===== src/hdl/pvh_regs.svh =====
`ifndef PVH_REGS_SVH
`define PVH_REGS_SVH

// ----------------------------------------
// host register offsets
// ----------------------------------------
`define PVH_OFS_ENVELOPE      13'h0000
`define PVH_OFS_STEREO        13'h0001
`define PVH_OFS_STEP_LOW      13'h0002
`define PVH_OFS_STEP_HIGH     13'h0003
`define PVH_OFS_LOOP_LOW      13'h0004
`define PVH_OFS_LOOP_HIGH     13'h0005
`define PVH_OFS_START_PAGE    13'h0006
`define PVH_OFS_BANK_CONTROL  13'h0007
`define PVH_OFS_RUN_MASK      13'h0008

// ----------------------------------------
// field positions
// ----------------------------------------
`define PVH_WAVE_WIN_BIT      12
`define PVH_CTRL_PLAY_BIT     7
`define PVH_CTRL_TARGET_BIT   6
`define PVH_FRAC_BITS         11

// ----------------------------------------
// values and timing counts
// ----------------------------------------
`define PVH_STOP_MARK         8'hFF
`define PVH_WR_MIN_CYCLES     16
`define PVH_SAMPLE_CYCLES     384
`define PVH_NUM_CHANNELS      8
`define PVH_FIFO_WIDTH        32
`define PVH_FIFO_DEPTH        32

`endif


===== src/hdl/pvh_pkg.sv =====
package pvh_pkg;

  typedef enum logic [1:0] {
    PVH_IDLE = 2'b00,
    PVH_ADDR = 2'b01,
    PVH_DATA = 2'b10,
    PVH_PUSH = 2'b11
  } pvh_eng_t;

  typedef logic [26:0] pvh_acc_t;

endpackage : pvh_pkg


===== src/hdl/pvh_stream_if.sv =====
`timescale 1ns/1ps

interface pvh_stream_if #(parameter int WIDTH = 32) ();
  logic             valid;
  logic             ready;
  logic [WIDTH-1:0] data;
  modport src (output valid, output data, input ready);
  modport snk (input valid, input data, output ready);
endinterface : pvh_stream_if


===== src/hdl/pvh_voice_core.sv =====
// Functional notes
// - control write bit 6 high sets channel page, low sets wave page.
// - channel page 0..7 picks channel 1..8 for parameter writes.
// - wave page top bit picks memory, low three bits pick 4K page.
// - memory one or two select strobe follows the addressed memory.
// - every voice parameter byte is stored separately per channel.
// - channel start loads address with start page high, zero low.
// - stop marker reloads address from loop bytes and fetches again.
// - step high adds per sample, bit 7 worth 16, bit 0 one eighth.
// - step low extends increment from two to minus 4 down to minus 11.
// - stereo weight upper nibble is right, lower nibble left coefficient.
// - run mask bit 0 runs channel 1 through bit 7 channel 8.
// - run mask only counts while global play bit is set.
// - no wave reads while playing; long host writes still accepted.
// - parameters write-only; wave memory free to host when stopped.
// - outputs carry delta magnitude and rise or fall direction.
// - control bit 7 starts and stops playback.
// - control byte is write-only at offset 0007H.
// - host window from 1000H maps 4K of wave memory by wave page.
`timescale 1ns/1ps
`include "pvh_regs.svh"

module pvh_voice_core #(
  parameter int SAMPLE_CYCLES = `PVH_SAMPLE_CYCLES,
  parameter int FIFO_DEPTH    = `PVH_FIFO_DEPTH
)(
  input wire logic         ref_clk,
  input wire logic         reset,
  input wire logic [12:0]  host_addr,
  input wire logic [7:0]   host_data_in,
  output logic [7:0]       host_data_out,
  output logic             host_data_oe,
  input wire logic         host_cs_n,
  input wire logic         host_rd_n,
  input wire logic         host_wr_n,
  output logic [14:0]      mem_addr,
  output logic [7:0]       mem_data_out,
  output logic             mem_data_oe,
  input wire logic [7:0]   mem_data_in,
  output logic             mem_oe_n,
  output logic             mem_we_n,
  output logic             mem_one_select_n,
  output logic             mem_two_select_n,
  output pvh_pkg::pvh_eng_t engine_state,
  input wire logic         dac_ready,
  output logic [9:0]       left_delta_count,
  output logic             left_up,
  output logic [9:0]       right_delta_count,
  output logic             right_up,
  output logic             dac_strobe
);
  import pvh_pkg::*;

  localparam int NCH = `PVH_NUM_CHANNELS;

  typedef struct packed {
    logic [NCH-1:0][7:0]  envelope_level;
    logic [NCH-1:0][7:0]  stereo_weights;
    logic [NCH-1:0][7:0]  step_low;
    logic [NCH-1:0][7:0]  step_high;
    logic [NCH-1:0][7:0]  loop_low;
    logic [NCH-1:0][7:0]  loop_high;
    logic [NCH-1:0][7:0]  start_page;
    pvh_acc_t [NCH-1:0]   acc;
    logic                 play;
    logic [2:0]           channel_page;
    logic [3:0]           wave_page;
    logic [NCH-1:0]       run_mask;
    logic [NCH-1:0]       prev_active;
    logic                 wr_idle;
    logic [15:0]          tick_cnt;
    logic                 tick_pend;
    pvh_eng_t             eng;
    logic [2:0]           ch;
    logic                 refetched;
    logic signed [15:0]   mix_l;
    logic signed [15:0]   mix_r;
    logic                 hw_pend;
    logic [14:0]          hw_addr;
    logic                 hw_mem2;
    logic [7:0]           hw_data;
    logic [14:0]          mem_addr;
    logic                 mem_one_n;
    logic                 mem_two_n;
    logic                 mem_oe_n;
    logic                 mem_we_n;
    logic [7:0]           mem_dout;
    logic                 mem_doe;
    logic [7:0]           host_dout;
    logic                 host_doe;
    logic                 push_valid;
    logic [31:0]          push_data;
  } pvh_core_t;

  pvh_core_t          st;
  pvh_core_t          next_st;
  logic [NCH-1:0]     act;
  logic               wr_hit;
  logic               wave_hit;
  logic               do_write;
  logic               adv;
  logic [7:0]         smp;

  pvh_stream_if #(.WIDTH(`PVH_FIFO_WIDTH)) mix_if ();
  pvh_stream_if #(.WIDTH(`PVH_FIFO_WIDTH)) dac_if ();

  // ----------------------------------------
  // helpers
  // ----------------------------------------
  // sign-magnitude sample scaled by envelope and a 4-bit side weight
  function automatic logic signed [15:0] pvh_term(input logic [7:0] s, input logic [7:0] env,
                                                  input logic [3:0] w);
    logic [18:0] p;
    logic [15:0] m;
    p = s[6:0] * env * w;
    m = {5'h00, p[18:8]};
    pvh_term = s[7] ? $signed(16'(-m)) : $signed(m);
  endfunction : pvh_term

  // ----------------------------------------
  // next state
  // ----------------------------------------
  always_comb
  begin
    next_st = st;
    do_write = 1'b0;
    adv = 1'b0;
    smp = mem_data_in;
    act = st.play ? st.run_mask : '0;
    wave_hit = ~host_cs_n & host_addr[`PVH_WAVE_WIN_BIT];
    wr_hit = ~host_cs_n & ~host_wr_n & st.wr_idle;
    next_st.wr_idle = host_cs_n | host_wr_n;
    next_st.mem_oe_n = 1'b1;
    next_st.mem_we_n = 1'b1;
    next_st.mem_doe = 1'b0;
    next_st.mem_one_n = 1'b1;
    next_st.mem_two_n = 1'b1;

    // wave reads only while stopped, register reads never answered
    next_st.host_doe = wave_hit & ~host_rd_n & ~st.play;
    next_st.host_dout = mem_data_in;

    case (st.eng)
      PVH_IDLE:
      begin
        if (st.hw_pend)
          do_write = 1'b1;
        else if (!st.play)
        begin
          next_st.mem_addr = {st.wave_page[2:0], host_addr[11:0]};
          if (wave_hit && !(host_rd_n && host_wr_n))
          begin
            next_st.mem_one_n = st.wave_page[3];
            next_st.mem_two_n = ~st.wave_page[3];
          end
          next_st.mem_oe_n = ~wave_hit | host_rd_n;
          next_st.mem_we_n = ~wave_hit | host_wr_n;
          next_st.mem_dout = host_data_in;
          next_st.mem_doe = wave_hit & ~host_wr_n;
        end
        else if (st.tick_pend)
        begin
          next_st.tick_pend = 1'b0;
          next_st.ch = '0;
          next_st.mix_l = '0;
          next_st.mix_r = '0;
          next_st.refetched = 1'b0;
          next_st.eng = PVH_ADDR;
        end
      end
      PVH_ADDR:
      begin
        if (st.hw_pend)
          do_write = 1'b1;
        else if (!act[st.ch] || !st.prev_active[st.ch])
          adv = 1'b1;
        else
        begin
          // select strobe from address top bit
          next_st.mem_addr = st.acc[st.ch][25:11];
          next_st.mem_one_n = st.acc[st.ch][26];
          next_st.mem_two_n = ~st.acc[st.ch][26];
          next_st.mem_oe_n = 1'b0;
          next_st.eng = PVH_DATA;
        end
      end
      PVH_DATA:
      begin
        if (smp == `PVH_STOP_MARK && !st.refetched)
        begin
          next_st.acc[st.ch] = {st.loop_high[st.ch], st.loop_low[st.ch], 11'h000};
          next_st.refetched = 1'b1;
          next_st.eng = PVH_ADDR;
        end
        else
        begin
          // a marker at the loop point too plays silence instead of spinning
          if (smp == `PVH_STOP_MARK)
            smp = 8'h00;
          // right upper nibble, left lower nibble
          next_st.mix_r = st.mix_r + pvh_term(smp, st.envelope_level[st.ch],
                                                st.stereo_weights[st.ch][7:4]);
          next_st.mix_l = st.mix_l + pvh_term(smp, st.envelope_level[st.ch],
                                                st.stereo_weights[st.ch][3:0]);
          next_st.acc[st.ch] = st.acc[st.ch] + {11'h000, st.step_high[st.ch], st.step_low[st.ch]};
          next_st.refetched = 1'b0;
          adv = 1'b1;
        end
      end
      PVH_PUSH:
      begin
        if (st.hw_pend)
          do_write = 1'b1;
        if (mix_if.ready)
        begin
          next_st.push_valid = 1'b0;
          next_st.eng = PVH_IDLE;
        end
      end
      default: next_st.eng = PVH_IDLE;
    endcase

    // set after clear: no lost tick
    if (st.tick_cnt == 16'(SAMPLE_CYCLES - 1))
    begin
      next_st.tick_cnt = '0;
      next_st.tick_pend = 1'b1;
    end
    else
      next_st.tick_cnt = st.tick_cnt + 16'h0001;

    if (adv)
    begin
      if (st.ch == 3'(NCH - 1))
      begin
        next_st.push_valid = 1'b1;
        next_st.push_data = {next_st.mix_l, next_st.mix_r};
        next_st.eng = PVH_PUSH;
      end
      else
      begin
        next_st.ch = st.ch + 3'h1;
        next_st.eng = PVH_ADDR;
      end
    end

    if (do_write)
    begin
      next_st.mem_addr = st.hw_addr;
      next_st.mem_one_n = st.hw_mem2;
      next_st.mem_two_n = ~st.hw_mem2;
      next_st.mem_we_n = 1'b0;
      next_st.mem_dout = st.hw_data;
      next_st.mem_doe = 1'b1;
      next_st.hw_pend = 1'b0;
    end

    if (wr_hit && host_addr[`PVH_WAVE_WIN_BIT] && st.play)
    begin
      // capture host write, set wins over clear
      next_st.hw_pend = 1'b1;
      next_st.hw_addr = {st.wave_page[2:0], host_addr[11:0]};
      next_st.hw_mem2 = st.wave_page[3];
      next_st.hw_data = host_data_in;
    end
    else if (wr_hit && !host_addr[`PVH_WAVE_WIN_BIT])
    begin
      case (host_addr)
        `PVH_OFS_ENVELOPE:   next_st.envelope_level[st.channel_page] = host_data_in;
        `PVH_OFS_STEREO:     next_st.stereo_weights[st.channel_page] = host_data_in;
        `PVH_OFS_STEP_LOW:   next_st.step_low[st.channel_page] = host_data_in;
        `PVH_OFS_STEP_HIGH:  next_st.step_high[st.channel_page] = host_data_in;
        `PVH_OFS_LOOP_LOW:   next_st.loop_low[st.channel_page] = host_data_in;
        `PVH_OFS_LOOP_HIGH:  next_st.loop_high[st.channel_page] = host_data_in;
        `PVH_OFS_START_PAGE: next_st.start_page[st.channel_page] = host_data_in;
        `PVH_OFS_BANK_CONTROL:
        begin
          next_st.play = host_data_in[`PVH_CTRL_PLAY_BIT];
          if (host_data_in[`PVH_CTRL_TARGET_BIT])
            next_st.channel_page = host_data_in[2:0];
          else
            next_st.wave_page = host_data_in[3:0];
        end
        `PVH_OFS_RUN_MASK:   next_st.run_mask = host_data_in;
        default: ;
      endcase
    end

    // start load wins over the step add
    for (int i = 0; i < NCH; i++)
    begin
      if (act[i] && !st.prev_active[i])
        next_st.acc[i] = {st.start_page[i], 8'h00, 11'h000};
    end
    next_st.prev_active = act;
  end

  always_ff @(posedge ref_clk or posedge reset)
  begin
    if (reset)
    begin
      st           <= '0;
      st.wr_idle   <= 1'b1;
      st.mem_oe_n  <= 1'b1;
      st.mem_we_n  <= 1'b1;
      st.mem_one_n <= 1'b1;
      st.mem_two_n <= 1'b1;
    end
    else
      st <= next_st;
  end

  // ----------------------------------------
  // outputs and output path
  // ----------------------------------------
  assign host_data_out    = st.host_dout;
  assign host_data_oe     = st.host_doe;
  assign mem_addr         = st.mem_addr;
  assign mem_data_out     = st.mem_dout;
  assign mem_data_oe      = st.mem_doe;
  assign mem_oe_n         = st.mem_oe_n;
  assign mem_we_n         = st.mem_we_n;
  assign mem_one_select_n = st.mem_one_n;
  assign mem_two_select_n = st.mem_two_n;
  assign engine_state     = st.eng;
  assign mix_if.valid     = st.push_valid;
  assign mix_if.data      = st.push_data;

  // full fifo holds the engine in push, so no frame is dropped
  pvh_fifo #(
    .WIDTH (`PVH_FIFO_WIDTH),
    .DEPTH (FIFO_DEPTH)
  ) u_fifo (
    .ref_clk (ref_clk),
    .reset   (reset),
    .in_s    (mix_if),
    .out_s   (dac_if)
  );

  pvh_delta_out u_delta (
    .ref_clk           (ref_clk),
    .reset             (reset),
    .in_s              (dac_if),
    .dac_ready         (dac_ready),
    .left_delta_count  (left_delta_count),
    .left_up           (left_up),
    .right_delta_count (right_delta_count),
    .right_up          (right_up),
    .dac_strobe        (dac_strobe)
  );

endmodule : pvh_voice_core


===== src/hdl/pvh_fifo.sv =====
`timescale 1ns/1ps

module pvh_fifo #(
  parameter int WIDTH = 32,
  parameter int DEPTH = 32
)(
  input wire logic   ref_clk,
  input wire logic   reset,
  pvh_stream_if.snk  in_s,
  pvh_stream_if.src  out_s
);
  import pvh_pkg::*;

  localparam int AW = $clog2(DEPTH);

  typedef struct packed {
    logic [DEPTH-1:0][WIDTH-1:0] mem;
    logic [AW-1:0]               wr_ptr;
    logic [AW-1:0]               rd_ptr;
    logic [AW:0]                 count;
  } pvh_fifo_state_t;

  pvh_fifo_state_t st;
  pvh_fifo_state_t next_st;
  logic            push;
  logic            pop;

  // ----------------------------------------
  // handshake
  // ----------------------------------------
  assign in_s.ready  = (st.count != (AW+1)'(DEPTH));
  assign out_s.valid = (st.count != '0);
  assign out_s.data  = st.mem[st.rd_ptr];
  assign push        = in_s.valid & in_s.ready;
  assign pop         = out_s.valid & out_s.ready;

  always_comb
  begin
    next_st = st;
    if (push)
    begin
      next_st.mem[st.wr_ptr] = in_s.data;
      next_st.wr_ptr         = st.wr_ptr + 1'b1;
    end
    if (pop)
      next_st.rd_ptr = st.rd_ptr + 1'b1;
    if (push && !pop)
      next_st.count = st.count + 1'b1;
    else if (pop && !push)
      next_st.count = st.count - 1'b1;
  end

  always_ff @(posedge ref_clk or posedge reset)
  begin
    if (reset)
      st <= '0;
    else
      st <= next_st;
  end

endmodule : pvh_fifo


===== src/hdl/pvh_delta_out.sv =====
`timescale 1ns/1ps

module pvh_delta_out (
  input wire logic    ref_clk,
  input wire logic    reset,
  pvh_stream_if.snk   in_s,
  input wire logic    dac_ready,
  output logic [9:0]  left_delta_count,
  output logic        left_up,
  output logic [9:0]  right_delta_count,
  output logic        right_up,
  output logic        dac_strobe
);
  import pvh_pkg::*;

  typedef struct packed {
    logic [9:0] prev_l;
    logic [9:0] prev_r;
    logic [9:0] mag_l;
    logic [9:0] mag_r;
    logic       up_l;
    logic       up_r;
    logic       strobe;
  } pvh_delta_state_t;

  pvh_delta_state_t st;
  pvh_delta_state_t next_st;
  logic [10:0]      dl;
  logic [10:0]      dr;

  // signed mix word to 10-bit offset binary for the converter
  function automatic logic [9:0] pvh_to_dac(input logic [15:0] s);
    pvh_to_dac = {~s[15], s[14:6]};
  endfunction : pvh_to_dac

  // {direction, magnitude}; equal samples keep the old direction
  function automatic logic [10:0] pvh_delta(input logic [9:0] nw, input logic [9:0] pv,
                                            input logic old_up);
    if (nw > pv)
      pvh_delta = {1'b1, 10'(nw - pv)};
    else if (nw < pv)
      pvh_delta = {1'b0, 10'(pv - nw)};
    else
      pvh_delta = {old_up, 10'h000};
  endfunction : pvh_delta

  // converter paces the drain, so a slow converter fills the fifo
  assign in_s.ready = dac_ready;

  always_comb
  begin
    next_st        = st;
    next_st.strobe = 1'b0;
    dl = pvh_delta(pvh_to_dac(in_s.data[31:16]), st.prev_l, st.up_l);
    dr = pvh_delta(pvh_to_dac(in_s.data[15:0]), st.prev_r, st.up_r);
    if (in_s.valid && dac_ready)
    begin
      next_st.mag_l  = dl[9:0];
      next_st.up_l   = dl[10];
      next_st.mag_r  = dr[9:0];
      next_st.up_r   = dr[10];
      next_st.prev_l = pvh_to_dac(in_s.data[31:16]);
      next_st.prev_r = pvh_to_dac(in_s.data[15:0]);
      next_st.strobe = 1'b1;
    end
  end

  always_ff @(posedge ref_clk or posedge reset)
  begin
    if (reset)
    begin
      st        <= '0;
      st.prev_l <= 10'h200;
      st.prev_r <= 10'h200;
    end
    else
      st <= next_st;
  end

  assign left_delta_count  = st.mag_l;
  assign left_up           = st.up_l;
  assign right_delta_count = st.mag_r;
  assign right_up          = st.up_r;
  assign dac_strobe        = st.strobe;

endmodule : pvh_delta_out


===== config.mk =====
export PLATFORM = sky130hd
export DESIGN_NAME = pvh_voice_core
export DESIGN_NICKNAME = d
export VERILOG_FILES = /design/src/hdl/pvh_pkg.sv /design/src/hdl/pvh_stream_if.sv /design/src/hdl/pvh_voice_core.sv /design/src/hdl/pvh_fifo.sv /design/src/hdl/pvh_delta_out.sv
export VERILOG_INCLUDE_DIRS = /design/src /design/src/hdl
export SDC_FILE = /design/constraint.sdc
export NUM_CORES = 2
export LEC_CHECK = 0
export ABC_AREA = 1
export BUFFER_PORTS_ARGS = -buffer_cell sky130_fd_sc_hd__buf_2
export CAP_MARGIN = 20
export CELL_PAD_IN_SITES_DETAIL_PLACEMENT = 2
export CELL_PAD_IN_SITES_GLOBAL_PLACEMENT = 2
export CORE_ASPECT_RATIO = 0.8
export CORE_MARGIN = 5
export CORE_UTILIZATION = 43
export DETAILED_ROUTE_END_ITERATION = 10
export PLACE_DENSITY_LB_ADDON = 0.15
export RECOVER_POWER = 50
export SYNTH_ARGS = -nofsm -noshare
export SYNTH_HDL_FRONTEND = slang
export SYNTH_HIERARCHICAL = 1
export SYNTH_SLANG_ARGS = --single-unit

===== constraint.sdc =====
create_clock -name ref_clk -period 85.7 [get_ports ref_clk]
set_clock_uncertainty 0.05 [all_clocks]
set_input_delay 0 -clock ref_clk [delete_from_list [all_inputs] [get_ports ref_clk]]
set_output_delay 0 -clock ref_clk [all_outputs]
set_load 0.005 [all_outputs]

==> flow_summary.json <==
{
  "outcome": "finished with violations",
  "violations": "capacitance limit, slew limit",
  "end_kind": "flop",
  "r2r_start": "st[129]$_DFF_PP0_",
  "rsz0062_at_grt": "no",
  "io_buffers": 96,
  "fmax_mhz": 80.21,
  "cpMostUsedCell": "inv_1",
  "syn-instance-count": 9977,
  "hold_path_class": "in2reg",
  "dr.pass1.iters": 5,
  "cp.arrival_ns": 13.10,
  "htreeDepth": 4,
  "power_density_mw_per_mm2": 24.85,
  "finalPower_mw": 2.149,
  "rows": 141,
  "postRouteAntennaNets": 0,
  "start_util_pct": 43.22,
  "grt_usage_pct": 32.54,
  "leakagePower_nw": 41.45,
  "cts_root_buf": "clkbuf_16",
  "reg2reg_slack_ns": 73.23,
  "required_ns": 86.34,
  "fin_area_sq_mm": 0.08650,
  "clk_latency_ns": 0.84,
  "ios": 97,
  "fin_crit_sh_pct": 14.55,
  "wl_per_cell_microns": 26.31,
  "min_from": "host_addr[1]",
  "ctsResizeCount": 0,
  "ir_worst_vdd_uv": 51.70,
  "drv_slew": 2187,
  "hpwl_microns": 201000,
  "holdPathEnd": "st[80]$_DFFE_PP0P_",
  "tightestPinTransition_ns": 6.199,
  "drtIter0Drc": 5488,
  "hold_viol": 0,
  "vias": 72130,
  "setup_viol": 0,
  "clk_pin_slew_worst_paths_ns": 0.07,
  "grt_antenna_before_repair": 14,
  "die_w_microns": 491.7,
  "worstPathMaxFanout": 29,
  "slowest_stage": "dfrtp_1",
  "slew-limit-headroom_pct": -315.6,
  "fin_tns_setup_ns": 0,
  "grt_overflow_total": 0,
  "cts_tree": "built",
  "drc": 0,
  "layout_min_cycle_time_ns": 12.47,
  "avgViaCountPerCell": 5.898,
  "routed_wl_microns": 321800,
  "fill_cells": 20410,
  "die_h_microns": 395.4,
  "syn_area_sq_mm": 0.07983,
  "syn-num-nets": 10280,
  "grt_max_degree": 161,
  "multi_input_area_sq_mm": 0.03369,
  "syn_area_per_cell_sq_um": 8.002,
  "path_class": "reg2reg",
  "ff2ff_path_depth": 52,
  "grt_pass1_wl_microns": 493700,
  "syn_to_final_growth_pct": 8.344,
  "gp_congestion": 0.8734,
  "cts.path.max_buffers": 3,
  "drive_gt1_share_pct": 5.616,
  "coreArea_sq_mm": 0.1847,
  "grt_pass1_vias": 80400,
  "ff_latch_area_sq_mm": 0.03820,
  "startpoint_type": "flop",
  "cts_setup_buffers": 0,
  "numCtsBuffers": 165,
  "final_net_count": 9968,
  "r2r_end": "mix_if.data[15]$_DFFE_PP0P_",
  "drv_cap": 47,
  "holdPathStages": 4,
  "cpPeakStageDelay_ns": 0.61,
  "yosysWarnings": 6,
  "clock_sinks": 1526,
  "dpl-instance-area_sq_mm": 0.08075,
  "die-area_sq_mm": 0.1944
}
==> through the flow <==
stage | worst slack [ns] | hold WS (ns) | cells | utilization (%)
6_report | 73.23 | 0.05955 | 12230 | 46.83
5_1_grt | 72.35 | 0.04151 | 12230 | 46.82
4_1_cts | 73.25 | 0.007958 | 12220 | 47.03
3_5_place_dp | 73.50 | 0.1001 | 11860 | 43.72
3_3_place_gp | 74.16 | 0.09698 | 11860 | 43.71
2_1_floorplan | 62.43 | -0.01857 | 9977 | -
==> cell usage in the layout (no fill, tap or decap), types with 67 or more instances in the layout <==
master        n
a221oi_1     73
clkbuf_16   167
fa_1         87
ha_1        182
clkbuf_1    124
nand2_1    2959
a21oi_1     255
buf_4       111
nand3_1     704
o21ai_0    1217
dfrtp_1    1516
o22ai_1     122
nor2_1      456
a22oi_1      67
inv_1       992
==> state kept, by name (all words and copies together) (netlist names), 2 cells and up <==
register	count
st	767
u_fifo/st	656
mix_if.data	20
u_delta/st	20
mem_addr	15
u_delta/left_delta_count	10
u_delta/right_delta_count	10
host_data_out	8
mem_data_out	8
engine_state	2
==> final cells by class <==
cell class	count	area share, %
antenna	5	0.01447
multi-input combinational	6639	38.95
timing repair buffer	296	2.436
sequential	1526	44.17
clock inverter	52	0.8361
clock buffer	245	5.563
inverter	1036	4.522
tap	2431	3.517
==> how the worst max path moves through the flow <==
stage                 startpoint                          end  slack, ns
2_1_floorplan              reset  engine_state[0]$_DFFE_PP0P_      62.43
3_3_place_gp   st[129]$_DFF_PP0_  mix_if.data[13]$_DFFE_PP0P_      74.16
3_5_place_dp   st[129]$_DFF_PP0_  mix_if.data[15]$_DFFE_PP0P_      73.50
4_1_cts        st[129]$_DFF_PP0_  mix_if.data[15]$_DFFE_PP0P_      73.25
5_1_grt        st[129]$_DFF_PP0_  mix_if.data[15]$_DFFE_PP0P_      72.35
6_report       st[129]$_DFF_PP0_  mix_if.data[15]$_DFFE_PP0P_      73.23
==> timing repair <==
| item | in CTS | in global routing |
|---|---|---|
| hold buffers | 58 | 0 |
| setup endpoints to repair | 0 | 0 |
| hold endpoints to repair | 434 | 0 |
==> routing by layer <==
metal / share of wire, % / up-vias / global-route usage, %
li1: - / 31450 / -
met1: 44 / 37980 / 43.54
met2: 47 / 2101 / 53.68
met3: 5.8 / 600 / 5.197
met4: 3.9 / 2 / 11.58
met5: 0.0031 / - / 0
==> where the power goes <==
group / switching, mW / internal, mW / leakage [nW]
clock network: 0.325 / 0.426 / 2.70
registers: 0.0222 / 0.736 / 20.1
logic: 0.477 / 0.162 / 18.6
==> worst max-delay path: cells and delay by family (launching register included) <==
family / cells / cell delay [ns]
compound gates: 14 / 2.89
xor+xnor: 2 / 0.90
fa+ha+maj: 9 / 3.78
buf+inv: 10 / 1.62
flops: 1 / 0.61
simple gates: 17 / 2.41
(Power assumes the default switching activity.)
